===== src/verilog/ifd_pkg.sv =====
// Operation
// - Bit words: opcode 15:12, bit number 11:9, bank bit 8, file address 7:0
// - Bank bit 0 selects access bank; bank bit 1 uses bank selector
// - Literal words: opcode 15:8, immediate 7:0 used directly as data
// - Absolute jump: target bits 7:0 first word, 19:8 second word tagged 1111
// - Bit clear 1001 bbba clears the addressed bit, no flags, one cycle
// - Extended set, bank bit 0, address at most 95: indexed literal offset mode
// - A lone second word of a two-word instruction executes as no-operation
// - Cycle is four oscillator periods; counter-changing single words take two
// - Taken relative branch adds twice offset plus two, takes two cycles
package ifd_pkg;
    // ------------------------------------------------------------
    // Opcode encodings
    // ------------------------------------------------------------
    localparam logic [3:0] OP_BIT_CLEAR   = 4'h9;
    localparam logic [3:0] OP_SECOND_WORD = 4'hf;
    localparam logic [7:0] OP_MOVE_LIT    = 8'h0e;
    localparam logic [7:0] OP_JUMP_ABS    = 8'hef;
    localparam logic [7:0] OP_BR_CARRY    = 8'he2;
    localparam logic [7:0] OP_BR_NCARRY   = 8'he3;
    localparam logic [4:0] OP_BRA_TOP     = 5'h1a;
    // ------------------------------------------------------------
    // Addressing and timing
    // ------------------------------------------------------------
    localparam logic [7:0] IDX_LIMIT      = 8'h5f;
    localparam logic [7:0] ACCESS_SPLIT   = 8'h60;
    localparam logic [3:0] ACCESS_HI_BANK = 4'hf;
    localparam logic [1:0] PHASE_LAST     = 2'h3;
    localparam logic [20:0] PC_STEP       = 21'h000002;
endpackage


===== src/verilog/ifd_decoder.sv =====
`timescale 1ns/1ps
module ifd_decoder (
    // Clock and reset
    input  wire logic        i_ref_clk,
    input  wire logic        i_rst_b,
    // Program memory side
    input  wire logic [15:0] i_instr,
    input  wire logic        i_ext_set_en,
    input  wire logic [3:0]  i_bank_selector,
    input  wire logic        i_carry,
    // Program counter and data memory side
    output logic      [20:0] o_pc,
    output logic      [1:0]  o_phase,
    output logic             o_fetch,
    output logic             o_file_wr,
    output logic      [11:0] o_file_addr,
    output logic      [7:0]  o_file_bit_clr_mask,
    output logic             o_indexed_mode,
    output logic      [7:0]  o_idx_offset,
    output logic             o_work_wr,
    output logic      [7:0]  o_work_data,
    output logic             o_flags_wr
);
    typedef enum logic [2:0] {
        IFD_EXEC  = 3'b001,
        IFD_FLUSH = 3'b010,
        IFD_WORD2 = 3'b100
    } ifd_state_e;

    // ------------------------------------------------------------
    // Field extraction
    // ------------------------------------------------------------
    logic [3:0] op_hi;
    logic [7:0] op_byte;
    logic [2:0] bit_num;
    logic       bank_bit;
    logic [7:0] file_lo;
    logic       idx_hit;
    logic       is_bcf;
    logic       is_second;
    // Fields of the current word
    assign op_hi    = i_instr[15:12];
    assign bit_num  = i_instr[11:9];
    assign bank_bit = i_instr[8];
    assign file_lo  = i_instr[7:0];
    assign op_byte  = i_instr[15:8];
    assign is_bcf    = (op_hi == ifd_pkg::OP_BIT_CLEAR);
    assign is_second = (op_hi == ifd_pkg::OP_SECOND_WORD);
    assign idx_hit   = i_ext_set_en && !bank_bit && (file_lo <= ifd_pkg::IDX_LIMIT);

    // ------------------------------------------------------------
    // Instruction cycle phases
    // ------------------------------------------------------------
    logic [1:0] phase_reg;
    logic       last_q;
    // Four oscillator periods per instruction cycle
    always_ff @(posedge i_ref_clk or negedge i_rst_b) begin
        if (!i_rst_b) begin
            phase_reg <= 2'h0;
        end else begin
            phase_reg <= phase_reg + 2'h1;
        end
    end
    assign last_q  = (phase_reg == ifd_pkg::PHASE_LAST);
    assign o_phase = phase_reg;
    assign o_fetch = last_q;

    // ------------------------------------------------------------
    // Sequencer
    // ------------------------------------------------------------
    ifd_state_e state_reg;
    ifd_state_e state_next;
    logic [20:0] pc_next;
    logic [7:0]  jump_lo_reg;
    logic [20:0] br_target;
    logic        br_taken;
    // Relative branch target and condition
    always_comb begin
        br_target = o_pc + ifd_pkg::PC_STEP;
        br_taken  = 1'b0;
        if (op_byte == ifd_pkg::OP_BR_CARRY || op_byte == ifd_pkg::OP_BR_NCARRY) begin
            br_target = o_pc + ifd_pkg::PC_STEP + {{12{file_lo[7]}}, file_lo, 1'b0};
            br_taken  = (op_byte == ifd_pkg::OP_BR_CARRY) ? i_carry : !i_carry;
        end else if (i_instr[15:11] == ifd_pkg::OP_BRA_TOP) begin
            br_target = o_pc + ifd_pkg::PC_STEP + {{9{i_instr[10]}}, i_instr[10:0], 1'b0};
            br_taken  = 1'b1;
        end
    end

    // Next state and counter
    always_comb begin
        state_next = state_reg;
        pc_next    = o_pc;
        case (state_reg)
            IFD_EXEC: begin
                if (op_byte == ifd_pkg::OP_JUMP_ABS) begin
                    state_next = IFD_WORD2;
                    pc_next    = o_pc + ifd_pkg::PC_STEP;
                end else if (br_taken) begin
                    state_next = IFD_FLUSH;
                    pc_next    = br_target;
                end else begin
                    pc_next = o_pc + ifd_pkg::PC_STEP;
                end
            end
            IFD_WORD2: begin
                state_next = IFD_FLUSH;
                pc_next    = {i_instr[11:0], jump_lo_reg, 1'b0};
            end
            IFD_FLUSH: begin
                state_next = IFD_EXEC;
            end
            default: begin
                state_next = IFD_EXEC;
            end
        endcase
    end

    // State, counter and first jump literal update at cycle end
    always_ff @(posedge i_ref_clk or negedge i_rst_b) begin
        if (!i_rst_b) begin
            state_reg   <= IFD_EXEC;
            o_pc        <= 21'h0;
            jump_lo_reg <= 8'h0;
        end else if (last_q) begin
            state_reg <= state_next;
            o_pc      <= pc_next;
            if (state_reg == IFD_EXEC) begin
                jump_lo_reg <= file_lo;
            end
        end
    end

    // ------------------------------------------------------------
    // Data memory and working register results
    // ------------------------------------------------------------
    always_ff @(posedge i_ref_clk or negedge i_rst_b) begin
        if (!i_rst_b) begin
            o_file_wr           <= 1'b0;
            o_file_addr         <= 12'h0;
            o_file_bit_clr_mask <= 8'h0;
            o_indexed_mode      <= 1'b0;
            o_idx_offset        <= 8'h0;
            o_work_wr           <= 1'b0;
            o_work_data         <= 8'h0;
            o_flags_wr          <= 1'b0;
        end else begin
            o_file_wr  <= 1'b0;
            o_work_wr  <= 1'b0;
            o_flags_wr <= 1'b0;
            if (last_q && state_reg == IFD_EXEC && !is_second) begin
                if (is_bcf) begin
                    o_file_wr           <= 1'b1;
                    o_file_bit_clr_mask <= ~(8'h01 << bit_num);
                    o_indexed_mode      <= idx_hit;
                    o_idx_offset        <= file_lo;
                    if (bank_bit) begin
                        o_file_addr <= {i_bank_selector, file_lo};
                    end else if (file_lo < ifd_pkg::ACCESS_SPLIT) begin
                        o_file_addr <= {4'h0, file_lo};
                    end else begin
                        o_file_addr <= {ifd_pkg::ACCESS_HI_BANK, file_lo};
                    end
                end else if (op_byte == ifd_pkg::OP_MOVE_LIT) begin
                    o_work_wr   <= 1'b1;
                    o_work_data <= file_lo;
                end
            end
        end
    end

    // ------------------------------------------------------------
    // Checks
    // ------------------------------------------------------------
    AST_BCF_ONE_PULSE: assert property (@(posedge i_ref_clk) disable iff (!i_rst_b)
        o_file_wr |=> !o_file_wr [*3]) else $error("file write not single");
    AST_NO_FLAGS: assert property (@(posedge i_ref_clk) disable iff (!i_rst_b)
        !o_flags_wr) else $error("flags written");
    AST_PHASE_WRAP: assert property (@(posedge i_ref_clk) disable iff (!i_rst_b)
        o_phase == ifd_pkg::PHASE_LAST |=> o_phase == 2'h0) else $error("phase wrap bad");
    AST_BANK_SEL: assert property (@(posedge i_ref_clk) disable iff (!i_rst_b)
        (o_fetch && state_reg == IFD_EXEC && is_bcf && bank_bit)
        |=> o_file_addr[11:8] == $past(i_bank_selector)) else $error("bank wrong");
    AST_IDX_MODE: assert property (@(posedge i_ref_clk) disable iff (!i_rst_b)
        (o_fetch && state_reg == IFD_EXEC && is_bcf)
        |=> o_indexed_mode == ($past(i_ext_set_en) && !$past(bank_bit)
                               && $past(file_lo) <= ifd_pkg::IDX_LIMIT))
        else $error("indexed mode wrong");
    AST_LIT_DATA: assert property (@(posedge i_ref_clk) disable iff (!i_rst_b)
        o_work_wr |-> o_work_data == $past(i_instr[7:0])) else $error("literal wrong");
    AST_NOT_TAKEN: assert property (@(posedge i_ref_clk) disable iff (!i_rst_b)
        (o_fetch && state_reg == IFD_EXEC && !br_taken && op_byte != ifd_pkg::OP_JUMP_ABS)
        |=> o_pc == $past(o_pc) + ifd_pkg::PC_STEP ##1 state_reg == IFD_EXEC)
        else $error("untaken branch bad");
    AST_TAKEN_TWO: assert property (@(posedge i_ref_clk) disable iff (!i_rst_b)
        (o_fetch && state_reg == IFD_EXEC && br_taken)
        |=> o_pc == $past(br_target) ##4 state_reg == IFD_EXEC)
        else $error("taken branch bad");
    AST_SECOND_NOP: assert property (@(posedge i_ref_clk) disable iff (!i_rst_b)
        (o_fetch && state_reg == IFD_EXEC && is_second)
        |=> !o_file_wr && !o_work_wr) else $error("lone second word acted");
    AST_JUMP_TGT: assert property (@(posedge i_ref_clk) disable iff (!i_rst_b)
        (o_fetch && state_reg == IFD_WORD2)
        |=> o_pc == {$past(i_instr[11:0]), jump_lo_reg, 1'b0}) else $error("jump bad");
    // Addressing, mask and sequencing
    AST_ACCESS_LOW: assert property (@(posedge i_ref_clk) disable iff (!i_rst_b)
        (o_fetch && state_reg == IFD_EXEC && is_bcf && !bank_bit
         && file_lo < ifd_pkg::ACCESS_SPLIT)
        |=> o_file_addr[11:8] == 4'h0) else $error("lower access bank wrong");
    AST_ACCESS_HIGH: assert property (@(posedge i_ref_clk) disable iff (!i_rst_b)
        (o_fetch && state_reg == IFD_EXEC && is_bcf && !bank_bit
         && file_lo >= ifd_pkg::ACCESS_SPLIT)
        |=> o_file_addr[11:8] == ifd_pkg::ACCESS_HI_BANK) else $error("upper access bank wrong");
    AST_CLR_MASK: assert property (@(posedge i_ref_clk) disable iff (!i_rst_b)
        (o_fetch && state_reg == IFD_EXEC && is_bcf)
        |=> !o_file_bit_clr_mask[$past(bit_num)] && $countones(~o_file_bit_clr_mask) == 1)
        else $error("clear mask wrong");
    AST_IDX_OFFSET: assert property (@(posedge i_ref_clk) disable iff (!i_rst_b)
        (o_fetch && state_reg == IFD_EXEC && is_bcf)
        |=> o_idx_offset == $past(file_lo)) else $error("indexed offset wrong");
    AST_FLUSH_QUIET: assert property (@(posedge i_ref_clk) disable iff (!i_rst_b)
        (o_fetch && state_reg != IFD_EXEC)
        |=> !o_file_wr && !o_work_wr) else $error("write outside execute cycle");
    AST_JUMP_SEQ: assert property (@(posedge i_ref_clk) disable iff (!i_rst_b)
        (o_fetch && state_reg == IFD_EXEC && op_byte == ifd_pkg::OP_JUMP_ABS)
        |=> state_reg == IFD_WORD2 && o_pc == $past(o_pc) + ifd_pkg::PC_STEP)
        else $error("jump first word bad");
    AST_BCF_ONE_CYCLE: assert property (@(posedge i_ref_clk) disable iff (!i_rst_b)
        (o_fetch && state_reg == IFD_EXEC && is_bcf)
        |=> o_file_wr && state_reg == IFD_EXEC && o_pc == $past(o_pc) + ifd_pkg::PC_STEP)
        else $error("bit clear not single cycle");
endmodule


===== config.mk =====
export PLATFORM = sky130hd
export DESIGN_NAME = ifd_decoder
export DESIGN_NICKNAME = d
export VERILOG_FILES = /design/src/verilog/ifd_pkg.sv /design/src/verilog/ifd_decoder.sv
export SDC_FILE = /design/constraint.sdc
export NUM_CORES = 1
export LEC_CHECK = 0
export BUFFER_PORTS_ARGS = -buffer_cell sky130_fd_sc_hd__buf_4
export CORE_MARGIN = 1.5
export CORE_UTILIZATION = 28
export CTS_BUF_LIST = sky130_fd_sc_hd__clkbuf_8
export DETAILED_ROUTE_END_ITERATION = 6
export GPL_ROUTABILITY_DRIVEN = 1
export SYNTH_ARGS = -nofsm -noshare
export SYNTH_HDL_FRONTEND = slang
export SYNTH_SLANG_ARGS = --single-unit

===== constraint.sdc =====
create_clock -name i_ref_clk -period 3.5 [get_ports i_ref_clk]
set_input_delay 0.35 -clock i_ref_clk [delete_from_list [all_inputs] [get_ports i_ref_clk]]
set_output_delay 0.35 -clock i_ref_clk [all_outputs]
set_load 0.02 [all_outputs]

==> results of run 1 <==
[cell families (layout without fill, tap and decap cells)]
family / after synthesis / in the layout / share of synthesized area (%)
compound gates: 174 / 174 / 23.01
xor+xnor: 41 / 41 / 7.154
fa+ha+maj: 35 / 35 / 8.873
buf+inv: 44 / 162 / 4.337
flops: 64 / 64 / 31.93
mux: 10 / 10 / 2.194
other cells: 1 / 2 / 0.07470
simple gates: 232 / 232 / 22.43
[repair_timing]
action | CTS | global route
setup buffers | 0 | 2
setup endpoints to repair | 3 | 8
gates cloned | 0 | 0
pin swaps | 0 | 5
gates resized for setup | 2 | 20
[per-stage QoR]
| step | TNS [ps] | power (W) | std cells |
|---|---|---|---|
| after detailed placement | -167.1 | 0.003282 | 927 |
| final | 0 | 0.004092 | 945 |
| after floorplan | 0 | 0.002443 | 602 |
| after global placement | -75.19 | 0.003270 | 927 |
| after CTS | 0 | 0.004036 | 943 |
| after global routing | -24.73 | 0.004360 | 945 |
[power groups by stage]
stage / clock (W) / sequential, W / combinational [W]
after floorplan: 0 / 0.00115 / 0.00129
after global placement: 0 / 0.000986 / 0.00228
after detailed placement: 0 / 0.000990 / 0.00229
after CTS: 0.000749 / 0.000975 / 0.00231
after global routing: 0.000779 / 0.00100 / 0.00258
final: 0.000734 / 0.000988 / 0.00237
[Yosys cell counts (all sizes together) (8+ instances only)]
| master | count | area (sq um) |
|---|---|---|
| a211oi | 11 | 82.58 |
| a21o | 17 | 127.6 |
| a21oi | 34 | 170.2 |
| a31oi | 10 | 62.56 |
| and3 | 11 | 70.07 |
| buf | 19 | 123.9 |
| clkbuf | 12 | 45.04 |
| dfrtp | 63 | 1577 |
| ha | 34 | 425.4 |
| inv | 12 | 45.04 |
| mux2 | 8 | 90.09 |
| nand2 | 100 | 375.4 |
| nand3 | 15 | 75.07 |
| nor2 | 37 | 138.9 |
| nor2b | 10 | 62.56 |
| nor3 | 14 | 70.07 |
| o21a | 8 | 60.06 |
| o21ai | 45 | 225.2 |
| o31ai | 9 | 67.56 |
| or3 | 8 | 50.05 |
| xnor2 | 27 | 236.5 |
| xor2 | 14 | 122.6 |
[critical path, stage by stage, from the launching register on]
cell      delay, ps
dfrtp_1         350
and4_4          260
nand4_1         120
buf_4           180
or3_4           400
xnor2_4         160
ha_4            310
and3_4          210
nand2_1          80
or3_1           360
a211oi_2        280
nor4b_2         100
nor4_1          310
nor2_1          100
nand3_1          90
[per-layer routing]
layer | vias up | GRT usage [%] | wire [microns]
li1 | 2413 | - | -
met1 | 2480 | 27.12 | 8109
met2 | 189 | 28.00 | 7582
met3 | 31 | 2.926 | 1023
met4 | 0 | 6.491 | 391
met5 | - | 0 | 0
[cell type report]
type,instances,share of cell area (%)
timing repair buffer,133,15.40
clock buffer,10,2.123
sequential,64,24.72
clock inverter,6,1.312
inverter,13,0.7526
multi-input combinational,494,51.35
tap,225,4.342
[final timing paths]
check / start / end / cells after the start
hold / removal: i_rst_b / o_work_data[1]$_DFFE_PN0P_ / 1
max in group asynchronous: i_rst_b / o_pc[9]$_DFFE_PN0P_ / 1
min in group i_ref_clk: i_ext_set_en / o_indexed_mode$_DFFE_PN0P_ / 3
setup reg to reg: o_pc[8]$_DFFE_PN0P_ / o_pc[20]$_DFFE_PN0P_ / 14
setup / recovery: o_pc[8]$_DFFE_PN0P_ / o_pc[20]$_DFFE_PN0P_ / 14
hold reg to reg: o_phase[0]$_DFF_PN0_ / o_phase[0]$_DFF_PN0_ / 1
==> metrics, run 1 <==
port buffer count=85; switch share=42.91%; commonest non-fill, non-tap cell in the layout=buf_4; die width=approximately 140 microns; Worst-Margin Slew=between 800 and 900 ps; final core utilization=a little under two fifths; layout cells sized above 1=between 20% and 30%; Largest register FFs=20; vias in the first global route=4811; Critical Path RT=roughly 3800 ps; row count=between 40 and 50; async set-reset flop share out of synthesis=100.0%; Hold WC Path Type=in2async; Worst Setup Slack, final=approximately 140 ps; global-route wire length before repair=about 27000 microns; dpl ws=-107.8 ps; critical path type=reg2reg; per-cell routed wire length=18.10 microns; I/O pin count=a little under 90; Post-synth EDFFs=0; core area=~0.017 sq mm; total track usage=18.70%; Initial DRC Count=484; Critical Path Source Type=flip-flop; die area=0.01874 sq mm; Layout fillers=between 1500 and 2000; Int Pwr=between 0.002 and 0.0025 W; FF/Latch Area=between 0.0015 and 0.002 sq mm; initial antenna violation count=0; initial core utilization=a little under 30%; Setup violations, final=0; post-route cell area=0.006484 sq mm; Placed Area=0.006128 sq mm; achievable frequency=around 0.30 GHz; Area Overhead vs Synth=29.16%; status=completed; Fin. Hold Viols=0; Via Count=slightly above 5000; multi-input combinational cell area=0.003329 sq mm; Synth Cell Area=~0.005 sq mm; largest net degree at the start of global routing=65; switching pwr=0.001756 W; Min Hold Slack=approximately 110 ps; dominant synthesized flop cell=dfrtp_1; synth unique cells=between 60 and 70; CP endpoint kind=flip-flop; TritonCTS buffer count=9; clock network power share=17.9%; htree depth=3; total wire length=about 17000 microns; final net count=between 700 and 800; crit share post-route=96.01%; sequential power share=between 20% and 30%; HPWL after detailed placement=~13000 microns; Cell Pwr Density=roughly 630 mW/mm^2; post-synthesis cell count=601; most frequent cells in the layout=buf_4 (133), nand2_1 (100), dfrtp_1 (63), o21ai_0 (44), nor2_1 (36); Logic pwr share=between 50% and 60%; clock-pin slew of the registers on the worst-case setup and hold paths=roughly 80 ps; Hold-fix buffers, CTS=0; Slew Viols, Final=0; flop2flop setup slack=between 100 and 150 ps; Antenna Nets Post-Route=0; global placement routability congestion=roughly 0.96; Seq/Total Area, Yosys=around a third; fin crit period=about 3400 ps; post-synthesis average cell area=approximately 8.4 sq um; drt via density=roughly 5.4; Yosys reg bits=between 60 and 70; MaxCap Viol Count=0; maximum fanout along the worst path=6; Clock Latency Late Sink=roughly 350 ps; skew final=13.56 ps; total global routing overflow=0; CTS tree=built; CTS sink cnt=64; yosys warns=0; Top Registers=o_pc x20, o_file_addr x12; Max Root-Sink Buffers=2; worst path arrival time=~3700 ps; Root Driver=clkbuf_8; register name with the most flops=o_pc; remaining routing DRC violations=0; LEAKAGE=3.037 nW; 1st-pass router iterations=5; die height=between 100 and 150 microns; ant diodes=0; max_slew headroom=approximately 41%; VDD IR max=408.4 uV
No activity file was read; power rests on OpenSTA's default activity.
==> run 2, diff against run 1 <==
Settings changed: GPL_TIMING_DRIVEN set to 0, HOLD_SLACK_MARGIN set to 0.02.
==> metrics, run 2 (synthesis results as in run 1) <==
fin crit period=3459 ps; post-route cell area=0.006548 sq mm; Hold WC Path Type=in2async; final core utilization=between 30% and 40%; Top Registers=o_pc x20, o_file_addr x12; LEAKAGE=2.984 nW; worst path arrival time=3680 ps; clock-pin slew of the registers on the worst-case setup and hold paths=about 70 ps; Worst-Margin Slew=approximately 1200 ps; Fin. Hold Viols=0; Antenna Nets Post-Route=0; final setup TNS=0 ps; cell family with most CP delay=simple AND/OR/NAND/NOR gates; Logic pwr share=between 50% and 60%; I/O pin count=88; final net count=roughly 770; CP endpoint kind=flip-flop; Max stage delay on crit path=roughly 480 ps; TritonCTS buffer count=9; Cell Pwr Density=620.4 mW/mm^2; die area=between 0.015 and 0.02 sq mm; htree depth=3; core area=approximately 0.017 sq mm; CP bufs+invs=3; layout cells sized above 1=approximately 27%; total track usage=17.68%; slowest cell on the critical path=or4_1; unrepaired setup endpoints after global routing=yes; Setup violations, final=0; achievable frequency=0.2891 GHz; VDD IR max=between 300 and 400 uV; total global routing overflow=0; Clock Latency Late Sink=~350 ps; MaxCap Viol Count=0; row count=48; Via Count=4984; global placement routability congestion=between 0.8 and 0.9; register name with the most flops=o_pc; switch share=a little over two fifths; crit share post-route=between 90% and 100%; Cell Chain, Critical Path=and4_4 > nand4_1 > buf_4 > buf_4 > nor3_2 > xnor2_1 > inv_1 > ha_4 > nand2_1 > or3_1 > a211oi_2 > nor3_1 > or4_1 > nand4_1 > nand3_1; Root Driver=clkbuf_8; CTS tree=built; dpl ws=-502.2 ps; die height=approximately 140 microns; Placed Area=slightly below 0.006 sq mm; port buffer count=84; status=completed; Critical Path RT=between 3000 and 4000 ps; drt via density=5.291; Area Overhead vs Synth=30.43%; sequential power share=about 25%; Largest register FFs=20; Slew Viols, Final=0; HPWL after detailed placement=11970 microns; initial antenna violation count=0; per-cell routed wire length=about 17 microns; Initial DRC Count=366; remaining routing DRC violations=0; Worst Setup Slack, final=41.03 ps; commonest non-fill, non-tap cell in the layout=buf_4; Max Root-Sink Buffers=2; global-route wire length before repair=roughly 26000 microns; critical path type=reg2reg; initial core utilization=approximately 29%; switching pwr=~0.0017 W; max_slew headroom=20.48%; clock network power share=approximately a fifth; skew final=9.735 ps; most frequent cells in the layout=buf_4 (109), nand2_1 (100), dfrtp_1 (57), o21ai_0 (43), nor2_1 (35); Hold-fix buffers, CTS=0; Int Pwr=approximately 0.0023 W; maximum fanout along the worst path=4; ant diodes=0; vias in the first global route=~4800; Critical Path Source Type=flip-flop; 1st-pass router iterations=5; largest net degree at the start of global routing=65; die width=136.9 microns; CTS sink cnt=64; total wire length=between 15000 and 20000 microns
-- run 2: metrics by stage --
step / hold WS [ps] / cells / total power [W]
3_5_place_dp: 448.6 / 911 / 0.003065
2_1_floorplan: 54.41 / 602 / 0.002443
5_1_grt: 153.9 / 942 / 0.004355
3_3_place_gp: 443.8 / 911 / 0.003061
6_report: 89.44 / 942 / 0.004062
4_1_cts: 120.5 / 938 / 0.003954
-- run 2: layout make-up --
cell class / count / area (sq um)
buffer: 31 / 168.9
multi-input combinational: 494 / 3455
fill: 1827 / 10870
tap: 225 / 281.5
sequential: 64 / 1610
timing repair buffer: 99 / 743.2
inverter: 13 / 48.80
clock buffer: 12 / 165.2
clock inverter: 4 / 75.07
-- run 2: path summary, 6_finish.rpt --
check	cells after the start	end	slack (ps)	start
max	15	o_pc[20]$_DFFE_PN0P_	40	o_pc[8]$_DFFE_PN0P_
min	1	o_work_wr$_DFF_PN0_	90	i_rst_b
max reg2reg	15	o_pc[20]$_DFFE_PN0P_	40	o_pc[8]$_DFFE_PN0P_
min reg2reg	1	o_phase[0]$_DFF_PN0_	450	o_phase[0]$_DFF_PN0_
max in group asynchronous	1	o_pc[8]$_DFFE_PN0P_	2820	i_rst_b
min in group i_ref_clk	3	o_indexed_mode$_DFFE_PN0P_	230	i_ext_set_en
-- run 2: worst register-to-register path: stages (launching register included) --
cell and delay [ps]:
dfrtp_2 360, and4_4 260, nand4_1 140, buf_4 200
buf_4 140, nor3_2 210, xnor2_1 180, inv_1 150
ha_4 310, nand2_1 50, or3_1 330, a211oi_2 200
nor3_1 120, or4_1 480, nand4_1 110, nand3_1 100
-- run 2: what timing repair did --
item | CTS | global route
pin swaps | 1 | 4
buffers inserted | 11 | 4
resized for setup | 24 | 27
setup endpoints to repair | 7 | 7
-- run 2: metal layers --
metal	GRT usage (%)	routed length [microns]
met4	4.912	269
met3	3.370	1075
met5	0	0
met1	25.20	7421
met2	27.22	7460
-- run 2: power groups by stage --
stage	clock (W)	sequential [W]	combinational, W
final	0.000759	0.00101	0.00229
after global placement	0	0.00106	0.00200
after floorplan	0	0.00115	0.00129
after global routing	0.000803	0.00103	0.00252
after detailed placement	0	0.00105	0.00201
after CTS	0.000773	0.00101	0.00217
